File: config.mk
export PLATFORM = sky130hd
export DESIGN_NAME = fsr_status_word
export DESIGN_NICKNAME = d
export VERILOG_FILES = /design/src/logic/fsr_pkg.sv /design/src/logic/fsr_prot_if.sv /design/src/logic/fsr_status_word.sv /design/src/logic/fsr_region_dec.sv
export VERILOG_INCLUDE_DIRS = /design/src /design/src/logic
export SDC_FILE = /design/constraint.sdc
export NUM_CORES = 1
export LEC_CHECK = 0
export BUFFER_PORTS_ARGS = -buffer_cell sky130_fd_sc_hd__buf_2
export CAP_MARGIN = 5
export CELL_PAD_IN_SITES_DETAIL_PLACEMENT = 0
export CELL_PAD_IN_SITES_GLOBAL_PLACEMENT = 1
export CORE_ASPECT_RATIO = 1.1
export CORE_MARGIN = 10
export CORE_UTILIZATION = 30
export DETAILED_ROUTE_END_ITERATION = 16
export GPL_ROUTABILITY_DRIVEN = 1
export MAX_ROUTING_LAYER = met4
export PLACE_DENSITY_LB_ADDON = 0.1
export SYNTH_ARGS = -nofsm -noshare
export SYNTH_HDL_FRONTEND = slang
export SYNTH_SLANG_ARGS = --single-unit
File: constraint.sdc
create_clock -name clk -period 4.61 [get_ports clk]
set_input_delay 1.383 -clock clk [delete_from_list [all_inputs] [get_ports clk]]
set_output_delay 1.383 -clock clk [all_outputs]
set_load 0.02 [all_outputs]
File: src/logic/fsr_params.svh
// Constants of the flash status and control word: bit positions, command codes, reset values.
// Assumes inclusion by bare name from the package only; the design modules use its macros without including it.
`ifndef FSR_PARAMS_SVH
`define FSR_PARAMS_SVH

// Bit positions inside the 24-bit word
`define FSR_BIT_BUSY 0
`define FSR_BIT_LATCH 1
`define FSR_AG_LO 2
`define FSR_AG_HI 6
`define FSR_BIT_SG0 7
`define FSR_BIT_SG1 8
`define FSR_BIT_QUAD 9
`define FSR_BIT_PPAUSE 10
`define FSR_LOCK_LO 11
`define FSR_LOCK_HI 13
`define FSR_BIT_INV 14
`define FSR_BIT_EPAUSE 15
`define FSR_BIT_LPF 18
`define FSR_DRV_LO 21
`define FSR_DRV_HI 22
`define FSR_BIT_PINF 23
`define FSR_WORD_W 24

// Positions inside a written data byte
`define FSR_B0_AG_LO 2
`define FSR_B0_AG_HI 6
`define FSR_B0_SG0 7
`define FSR_B1_SG1 0
`define FSR_B1_QUAD 1
`define FSR_B1_LOCK_LO 3
`define FSR_B1_LOCK_HI 5
`define FSR_B1_INV 6
`define FSR_B2_LPF 2
`define FSR_B2_DRV_LO 5
`define FSR_B2_DRV_HI 6
`define FSR_B2_PINF 7

// Command codes
`define FSR_CMD_WRITE_UNLOCK_CMD 8'h06
`define FSR_CMD_WRDI 8'h04
`define FSR_CMD_SRW1 8'h01
`define FSR_CMD_SRW2 8'h31
`define FSR_CMD_SRW3 8'h11
`define FSR_CMD_PAGE 8'h02
`define FSR_CMD_QPAGE 8'h32
`define FSR_CMD_SECT 8'h20
`define FSR_CMD_BLK32 8'hD8
`define FSR_CMD_BLK64 8'h52
`define FSR_CMD_CHIP1 8'h60
`define FSR_CMD_CHIP2 8'hC7
`define FSR_CMD_SUSP 8'h75
`define FSR_CMD_RESUME 8'h7A
`define FSR_CMD_RSTEN 8'h66
`define FSR_CMD_RST 8'h99

// Reset values and guard codes
`define FSR_DRV_DEFAULT 2'h2
`define FSR_SG_OPEN 2'h0
`define FSR_SG_PIN 2'h1
`define FSR_AG_RESET 5'h00
`define FSR_LOCK_RESET 3'h0
`define FSR_AG_ALL 3'h7
`define FSR_AG_NONE 3'h0

// Protected-region size exponents
`define FSR_BIG_LOG2_BASE 5'h11
`define FSR_SMALL_LOG2_BASE 5'h0B
`define FSR_SMALL_LOG2_MAX 5'h0F
`define FSR_SMALL_CAP 3'h4

`endif

File: src/logic/fsr_pkg.sv
// Types shared by the status-word block and its protected-region decoder.
// Assumes fsr_params.svh is on the include path.
`include "fsr_params.svh"

package fsr_pkg;
    typedef enum logic [1:0] {
        FSR_OP_IDLE,
        FSR_OP_PROG,
        FSR_OP_ERASE,
        FSR_OP_SRW
    } fsr_op_t;

    typedef logic [`FSR_WORD_W-1:0] fsr_word_t;
endpackage : fsr_pkg

File: src/logic/fsr_prot_if.sv
// Carrier between the status-word block and the protected-region decoder.
// Assumes both ends run on the same clock; the decode is purely combinational.
`timescale 1ns/100ps
`default_nettype none

interface fsr_prot_if;
    logic [4:0] area_guard;
    logic protect_invert;
    logic [23:0] addr;
    logic hit;

    modport ctrl (output area_guard, output protect_invert, output addr, input hit);
    modport dec (input area_guard, input protect_invert, input addr, output hit);
endinterface : fsr_prot_if

`default_nettype wire

File: src/logic/fsr_status_word.sv
// 24-bit status and control word of a serial NOR flash with its acceptance checks.
// Assumes a command sequencer on clk hands over whole, decoded commands; pins are asynchronous.
// Behaviour
// - busy flag is 1 during program, erase or status write, else 0.
// - with write latch 0, status writes, programs and erases are refused.
// - area-guard bits select a region protected against program and erase.
// - area-guard bits change only when hardware protection is not active.
// - full erase runs only with three lower guards 1 and invert 1.
// - guard 00 accepts status writes whenever latch is 1, any pin level.
// - guard 01 locks status writes while protect pin is low and quad bit is 0.
// - guard 10 refuses all status writes until power cycle.
// - power cycle turns guard 10 into 00.
// - guard 11 refuses every status write until power cycle, which turns it into 00.
// - quad bit defaults 0; when 1 protect and pause pins become data lanes.
// - three secure-lock bits default 0, set individually, cleared only by power cycle.
// - invert bit defaults 0 and with guards selects the protected region.
// - suspend sets erase-paused or program-paused depending on operation.
// - resume, software reset pair and power cycle clear both paused flags.
// - drive field 00 full, 01 three quarters, 10 half default, 11 quarter.
// - pin-function bit 0 makes shared pin pause, 1 makes it reset.
// - quad bit 1 disables pause and reset on the shared pin.
// - low-power flag defaults 0; 1 shows low-power state.
// - write latch set by unlock; cleared by disable, writes, programs, erases.
// - guarded region stays readable but cannot be programmed or erased.
`timescale 1ns/100ps
`default_nettype none

module fsr_status_word
    import fsr_pkg::*;
#(
    parameter int SRW_CYCLES = 16
) (
    // Clock and power-cycle reset
    input wire logic clk,
    input wire logic rst_n,
    // Decoded command from the sequencer
    input wire logic cmd_valid,
    input wire logic [7:0] cmd_code,
    input wire logic cmd_aligned,
    input wire logic [23:0] cmd_addr,
    input wire logic [7:0] cmd_data,
    // Array engine
    input wire logic op_done,
    // Package pins, asynchronous
    input wire logic wp_n_pin,
    input wire logic shared_n_pin,
    // Register contents and controls
    output fsr_word_t status_word,
    output logic busy_flag,
    output logic write_latch,
    output logic quad_lane_switch,
    output logic [1:0] drive_strength,
    output logic [2:0] secure_lock,
    output logic low_power_state,
    output logic pause_enable,
    output logic reset_enable,
    output logic pause_active,
    // Operation start pulses, array-running level and soft reset
    output logic prog_start,
    output logic erase_start,
    output logic chip_wipe_start,
    output logic array_run,
    output logic soft_reset
);
    generate
        if (SRW_CYCLES < 1 || SRW_CYCLES > 65535) begin : g_bad_srw
            $error("SRW_CYCLES must lie in 1..65535");
        end
    endgenerate

    fsr_op_t op_kind;
    logic [4:0] area_guard;
    logic [1:0] status_guard;
    logic protect_invert;
    logic erase_paused;
    logic program_paused;
    logic pin_function;
    logic low_power_flag;
    logic reset_armed;
    logic [15:0] srw_cnt;
    wire [1:0] pin_sync;

    // Two-stage synchronisers for the protect pin and the shared pin
    wire [1:0] pin_raw = {shared_n_pin, wp_n_pin};
    genvar gi;
    generate
        for (gi = 0; gi < 2; gi++) begin : g_sync
            logic meta;
            logic sync;
            always_ff @(posedge clk or negedge rst_n) begin
                if (!rst_n) begin
                    meta <= 1'b1;
                    sync <= 1'b1;
                end else begin
                    meta <= pin_raw[gi];
                    sync <= meta;
                end
            end
            // Only the second stage leaves the loop
            assign pin_sync[gi] = sync;
        end
    endgenerate

    // With quad lanes on, the protect pin carries data and cannot lock the word
    wire wp_high = quad_lane_switch | pin_sync[0];
    assign pause_enable = ~quad_lane_switch & ~pin_function;
    assign reset_enable = ~quad_lane_switch & pin_function;
    assign pause_active = pause_enable & ~pin_sync[1];
    wire pin_reset = reset_enable & ~pin_sync[1];

    // Command decode
    wire cmd_ok = cmd_valid & cmd_aligned;
    wire is_write_unlock_cmd = cmd_ok & (cmd_code == `FSR_CMD_WRITE_UNLOCK_CMD);
    wire is_wrdi = cmd_ok & (cmd_code == `FSR_CMD_WRDI);
    wire is_srw1 = cmd_ok & (cmd_code == `FSR_CMD_SRW1);
    wire is_srw2 = cmd_ok & (cmd_code == `FSR_CMD_SRW2);
    wire is_srw3 = cmd_ok & (cmd_code == `FSR_CMD_SRW3);
    wire is_srw = is_srw1 | is_srw2 | is_srw3;
    wire is_page = cmd_ok & ((cmd_code == `FSR_CMD_PAGE) | (cmd_code == `FSR_CMD_QPAGE));
    wire is_sect = cmd_ok & ((cmd_code == `FSR_CMD_SECT) | (cmd_code == `FSR_CMD_BLK32) |
                             (cmd_code == `FSR_CMD_BLK64));
    wire is_chip = cmd_ok & ((cmd_code == `FSR_CMD_CHIP1) | (cmd_code == `FSR_CMD_CHIP2));
    wire is_susp = cmd_ok & (cmd_code == `FSR_CMD_SUSP);
    wire is_resume = cmd_ok & (cmd_code == `FSR_CMD_RESUME);
    wire is_rsten = cmd_ok & (cmd_code == `FSR_CMD_RSTEN);
    wire is_rst = cmd_ok & (cmd_code == `FSR_CMD_RST);

    // Protected-region lookup
    fsr_prot_if prot ();
    assign prot.area_guard = area_guard;
    assign prot.protect_invert = protect_invert;
    assign prot.addr = cmd_addr;
    fsr_region_dec u_region (
        .pq (prot.dec)
    );

    // Acceptance
    wire idle = (op_kind == FSR_OP_IDLE);
    wire guard_open = (status_guard == `FSR_SG_OPEN) |
                      ((status_guard == `FSR_SG_PIN) & wp_high);
    wire srw_go = is_srw & write_latch & idle & guard_open;
    wire page_go = is_page & write_latch & idle & ~prot.hit;
    wire sect_go = is_sect & write_latch & idle & ~prot.hit;
    wire chip_go = is_chip & write_latch & idle &
                   (area_guard[2:0] == `FSR_AG_ALL) & protect_invert;
    // Any whole write-type command taken while idle consumes the latch, even if refused
    wire latch_use = idle & (is_srw | is_page | is_sect | is_chip);
    wire sw_reset = is_rst & reset_armed;
    wire vol_reset = sw_reset | pin_reset;
    wire srw_last = (op_kind == FSR_OP_SRW) & (srw_cnt == 16'h0000);
    wire array_done = op_done & ((op_kind == FSR_OP_PROG) | (op_kind == FSR_OP_ERASE));
    wire susp_prog = is_susp & (op_kind == FSR_OP_PROG);
    wire susp_erase = is_susp & (op_kind == FSR_OP_ERASE);
    wire resume_go = is_resume & idle & (erase_paused | program_paused);

    // Status-write busy countdown; holds at zero once spent
    wire srw_spent = (srw_cnt == 16'h0000);
    wire [15:0] next_srw_cnt = srw_go ? 16'(SRW_CYCLES - 1) :
                               (srw_spent ? srw_cnt : srw_cnt - 16'h0001);

    // Operation state
    fsr_op_t next_op_kind;
    always_comb begin
        next_op_kind = op_kind;
        unique case (op_kind)
            FSR_OP_IDLE: begin
                if (srw_go) begin
                    next_op_kind = FSR_OP_SRW;
                end else if (page_go) begin
                    next_op_kind = FSR_OP_PROG;
                end else if (sect_go | chip_go) begin
                    next_op_kind = FSR_OP_ERASE;
                end else if (resume_go) begin
                    // A program paused inside an erase suspend resumes in place of the erase
                    next_op_kind = program_paused ? FSR_OP_PROG : FSR_OP_ERASE;
                end
            end
            FSR_OP_PROG, FSR_OP_ERASE: begin
                if (array_done | is_susp) begin
                    next_op_kind = FSR_OP_IDLE;
                end
            end
            FSR_OP_SRW: begin
                if (srw_last) begin
                    next_op_kind = FSR_OP_IDLE;
                end
            end
        endcase
        if (vol_reset) begin
            next_op_kind = FSR_OP_IDLE;
        end
    end

    always_ff @(posedge clk or negedge rst_n) begin
        if (!rst_n) begin
            op_kind <= FSR_OP_IDLE;
            srw_cnt <= 16'h0000;
        end else begin
            op_kind <= next_op_kind;
            srw_cnt <= next_srw_cnt;
        end
    end

    assign busy_flag = ~idle;
    assign array_run = (op_kind == FSR_OP_PROG) | (op_kind == FSR_OP_ERASE);

    // Volatile flags
    wire next_latch = is_write_unlock_cmd | (write_latch & ~is_wrdi & ~latch_use);
    wire next_epause = ~vol_reset & ~is_resume & (erase_paused | susp_erase);
    wire next_ppause = ~vol_reset & ~is_resume & (program_paused | susp_prog);
    wire next_armed = is_rsten | (reset_armed & ~cmd_ok);

    always_ff @(posedge clk or negedge rst_n) begin
        if (!rst_n) begin
            write_latch <= 1'b0;
            erase_paused <= 1'b0;
            program_paused <= 1'b0;
            reset_armed <= 1'b0;
        end else begin
            write_latch <= next_latch & ~vol_reset;
            erase_paused <= next_epause;
            program_paused <= next_ppause;
            reset_armed <= next_armed & ~vol_reset;
        end
    end

    // Written fields; those of the written byte land at once when the write is accepted
    always_ff @(posedge clk or negedge rst_n) begin
        if (!rst_n) begin
            area_guard <= `FSR_AG_RESET;
            status_guard <= `FSR_SG_OPEN;
            quad_lane_switch <= 1'b0;
            secure_lock <= `FSR_LOCK_RESET;
            protect_invert <= 1'b0;
            drive_strength <= `FSR_DRV_DEFAULT;
            pin_function <= 1'b0;
            low_power_flag <= 1'b0;
        end else if (srw_go) begin
            if (is_srw1) begin
                area_guard <= cmd_data[`FSR_B0_AG_HI:`FSR_B0_AG_LO];
                status_guard[0] <= cmd_data[`FSR_B0_SG0];
            end
            if (is_srw2) begin
                status_guard[1] <= cmd_data[`FSR_B1_SG1];
                quad_lane_switch <= cmd_data[`FSR_B1_QUAD];
                // Lock bits only ever gain ones
                secure_lock <= secure_lock | cmd_data[`FSR_B1_LOCK_HI:`FSR_B1_LOCK_LO];
                protect_invert <= cmd_data[`FSR_B1_INV];
            end
            if (is_srw3) begin
                pin_function <= cmd_data[`FSR_B2_PINF];
                drive_strength <= cmd_data[`FSR_B2_DRV_HI:`FSR_B2_DRV_LO];
                low_power_flag <= cmd_data[`FSR_B2_LPF];
            end
        end
    end

    assign low_power_state = low_power_flag;

    // Start pulses to the array engine and the reset pulse
    always_ff @(posedge clk or negedge rst_n) begin
        if (!rst_n) begin
            prog_start <= 1'b0;
            erase_start <= 1'b0;
            chip_wipe_start <= 1'b0;
            soft_reset <= 1'b0;
        end else begin
            prog_start <= page_go;
            erase_start <= sect_go | chip_go;
            chip_wipe_start <= chip_go;
            soft_reset <= vol_reset;
        end
    end

    // Read view; reserved positions stay zero
    always_comb begin
        status_word = '0;
        status_word[`FSR_BIT_BUSY] = busy_flag;
        status_word[`FSR_BIT_LATCH] = write_latch;
        status_word[`FSR_AG_HI:`FSR_AG_LO] = area_guard;
        status_word[`FSR_BIT_SG0] = status_guard[0];
        status_word[`FSR_BIT_SG1] = status_guard[1];
        status_word[`FSR_BIT_QUAD] = quad_lane_switch;
        status_word[`FSR_BIT_PPAUSE] = program_paused;
        status_word[`FSR_LOCK_HI:`FSR_LOCK_LO] = secure_lock;
        status_word[`FSR_BIT_INV] = protect_invert;
        status_word[`FSR_BIT_EPAUSE] = erase_paused;
        status_word[`FSR_BIT_LPF] = low_power_flag;
        status_word[`FSR_DRV_HI:`FSR_DRV_LO] = drive_strength;
        status_word[`FSR_BIT_PINF] = pin_function;
    end
endmodule : fsr_status_word

`default_nettype wire

File: src/logic/fsr_region_dec.sv
// Decides whether an address lies in the region guarded by the area-guard and invert bits.
// Assumes a 24-bit byte address into a 16 MB array.
`timescale 1ns/100ps
`default_nettype none

module fsr_region_dec
    import fsr_pkg::*;
(
    // Region query
    fsr_prot_if.dec pq
);
    wire [2:0] size_code = pq.area_guard[2:0];
    wire small_mode = pq.area_guard[4];
    wire lower_side = pq.area_guard[3];
    wire [2:0] capped = (size_code > `FSR_SMALL_CAP) ? `FSR_SMALL_CAP : size_code;
    // Large regions grow from 256 KB, small ones from 4 KB and stop at 32 KB
    wire [4:0] size_log2 = small_mode ? (`FSR_SMALL_LOG2_BASE + {2'h0, capped})
                                      : (`FSR_BIG_LOG2_BASE + {2'h0, size_code});
    wire [23:0] lower_rest = pq.addr >> size_log2;
    wire [23:0] upper_rest = (~pq.addr) >> size_log2;
    wire in_part = lower_side ? (lower_rest == 24'h000000) : (upper_rest == 24'h000000);
    wire plain_hit = (size_code == `FSR_AG_ALL) ? 1'b1 :
                     (size_code == `FSR_AG_NONE) ? 1'b0 : in_part;

    assign pq.hit = plain_hit ^ pq.protect_invert;
endmodule : fsr_region_dec

`default_nettype wire

==> impl_results.md <==
* Status: finished, final reports clean
* LEAKAGE at 2.298 nW
* HP Class: register to register
* R2R Path Start: area_guard[0]
* Slew Viols, Final at 0
* CTS buffer count at 5
* Number of flops mapped to enable cells by yosys at 0
* Site Rows at 46
* Final nets at 671
* Die ar. at 20,260 um2
* Synth Area in Compound Gates at 0.2486
* Post-synth cell types at 84
* IO Pins at 88
* WP data required at 4.83 ns
* Die X at 136.6 um
* Post-DP HPWL at 13,540 um
* GRT Total Usage at 0.1697
* Worst Skew at 0.01038 ns
* Core area at 14,560 um2
* Die Height at 148.3 um
* Synth Area in Adders at 0.02787
* Pre-CTS setup slack at -0.1356 ns
* Hold wc startpoint: g_sync[0].meta
* Synth Warn # at 0
* Share of the synthesized area in the top cell type at 0.2285
* Main synth FF type: dfrtp_1
* Worst setup path endpoint: op_kind[1]
* XOR/XNOR Fraction of Synth Area at 0.03094
* Final Hold Viols at 0
* FF-to-FF path depth at 18
* Iteration-0 DRC Markers at 336
* Worst path arrival time at 4.71 ns
* Period Utilization, post-route at 0.9739
* Most frequent cells in the layout: buf_2 (83), nor2_1 (49), nand2_1 (44)
* Synth Instances at 534
* # hold bufs at CTS at 0
* Post-route DRC at 0
* Netlist Area Pre-Place at 4489 um2
* FF+latch count, synth at 46
* Min-Delay Path Depth at 0
* Mux contribution to synthesized area at 0.1112
* Worst-Margin Slew at 0.7839 ns
* Synth Area in Simple Gates at 0.2469
* Register area share after synthesis at 0.2578
* Largest vdd supply drop at 0.2610 mV
* Remaining Overflow, GRT at 0
* Syn avg cell area at 8.407 um2
* CTS max path bufs at 2
* CTS tree: done
* Power Total at 1.161 mW
* Crit end category: register
* Setup TNS at 0 ns
* Vias in the first global route at 4,631
* Power per cell area at 214.7 nW/um2
* Fmax at 0.2227 GHz
* Ys async rst share at 1.000
* CP max FO at 7
* Final setup vio count at 0
* Critical Path Start Type: register
* Reg-to-reg slack, setup at 0.12 ns
* Largest family of logic cells by synthesized area: compound AO/OA/AOI/OAI gates
* Routed vias at 4,669
* Clk_lat worst skew at 0.29 ns
* Clk root buf: clkbuf_16
* Worst-path clk slew at 0.07 ns
* Critical Path Start: area_guard[0]
* Initial antenna violation count at 0
* Largest net degree at the start of global routing at 35
* First-pass GRT wire length at 26,630 um
* GP Congestion at 0.9757
* Post-DR vias/cell at 5.786
* ANT nets after route at 0
* Routed len/inst at 21.54 um
* Most common cell after layout, fill and taps aside: buf_2
* Layout cells sized above 1 at 0.2927
* Largest area contributor in the netlist: dfrtp_1
* Htree depth at 2
* # fillers at 1,528
* Area growth syn-to-layout at 20.43%
* Clock Sinks at 46
* Min setup slack post-route at 0.1204 ns
* Critical path type: register to register
* Worst r2r dst: op_kind[1]
* Buffers on Ports at 83
* Post-Route WL at 17,380 um
* Initial core utilization at 0.3083
* Max_slew headroom at 0.4774
* Top post-synthesis cells by area: dfrtp_1 (23%), nor2_1 (4.1%), mux2i_1 (4.0%)
* Final worst path period need at 4.490 ns
* MaxCap Viol Count at 0
* Drt pass-1 iters at 5
* ANT cells at 0
layout make-up:
type | count | area [um2] | area share
flip-flops and latches | 46 | 1157 | 0.2141
well taps | 192 | 240.2 | 0.04443
multi-input cells | 433 | 3119 | 0.5769
clock buffers | 7 | 142.6 | 0.02638
inverters | 13 | 48.80 | 0.009026
clock inverters | 1 | 30.03 | 0.005554
repair buffers | 115 | 668.1 | 0.1236
critical path: stages, from the launching register on:
cell	delay, ns
dfrtp_1	0.36
inv_2	0.04
ha_1	0.20
nand2b_4	0.15
nand2_1	0.07
ha_2	0.18
inv_1	0.07
ha_4	0.26
mux2_4	0.33
mux2i_2	0.19
mux2_4	0.32
a222oi_1	0.61
o311a_1	0.29
and4_4	0.23
a31oi_2	0.13
o22a_1	0.27
o31a_1	0.33
o2bb2ai_2	0.17
mux2i_1	0.19
registers in the layout (all words and copies together), names as in the netlist, 2 cells and up:
register	cells
area_guard	5
op_kind	2
status_guard	2
g_sync.meta	2
g_sync.sync	2
drive_strength	2
secure_lock	3
srw_cnt	16
where the power goes:
part,internal [mW],switching (mW)
Sequential,0.438,0.0322
Clock,0.271,0.155
Combinational,0.108,0.157
Total,0.817,0.344
worst min path at each step:
stage	endpoint
2_1_floorplan	g_sync[0].sync
3_3_place_gp	g_sync[0].sync
3_5_place_dp	g_sync[0].sync
4_1_cts	g_sync[0].sync
5_1_grt	g_sync[0].sync
6_report	g_sync[0].sync
synth_stat cells, drive strengths merged, types with 4 or more instances:
cell	number
mux2	16
dfstp	5
o31ai	6
a311oi	7
nand3	18
or4	6
mux2i	18
nand3b	4
nor2	49
or3	4
a31oi	13
and2	5
a211o	6
dfrtp	41
nand2	45
xor2	5
and4	5
a21o	6
ha	10
buf	36
xnor2	10
a21boi	5
nor2b	8
inv	13
a21oi	23
nor3	18
a211oi	13
o31a	5
clkbuf	10
o2bb2ai	4
and3	11
o21ai	24
mux4	6
nor4	8
a2111oi	9
nand2b	10
through the flow:
stage | cells | hold slack [ns] | utilization | cell area [um2]
2_1_floorplan | 537 | 0.3452 | - | 4501
3_3_place_gp | 793 | 0.3453 | 0.3493 | 5086
3_5_place_dp | 793 | 0.3481 | 0.3493 | 5086
4_1_cts | 801 | 0.3575 | 0.3616 | 5265
5_1_grt | 807 | 0.3592 | 0.3713 | 5406
6_report | 807 | 0.3562 | 0.3713 | 5406
routing by layer:
layer | GRT usage | part of all wire
met1 | 0.1976 | 0.41
met2 | 0.2928 | 0.51
met3 | 0.01920 | 0.041
met4 | 0.06237 | 0.036
met5 | - | 0
cells by family (layout without fill, tap and decap cells):
kind of cell / count (synthesis) / in the layout
other cells: 1 / 4
compound gates: 152 / 152
buf+inv: 59 / 136
fa+ha+maj: 10 / 10
simple gates: 211 / 211
xor+xnor: 15 / 15
flops: 46 / 46
mux: 40 / 41
timing repair:
action,4_1_cts,5_1_grt
setup buffers,0,5
setup endpoints to repair,2,2
gates resized for setup,2,18
endpoints found under the hold margin,0,0
pin swaps,0,5
gates cloned,0,1
(Power assumes the default switching activity.)
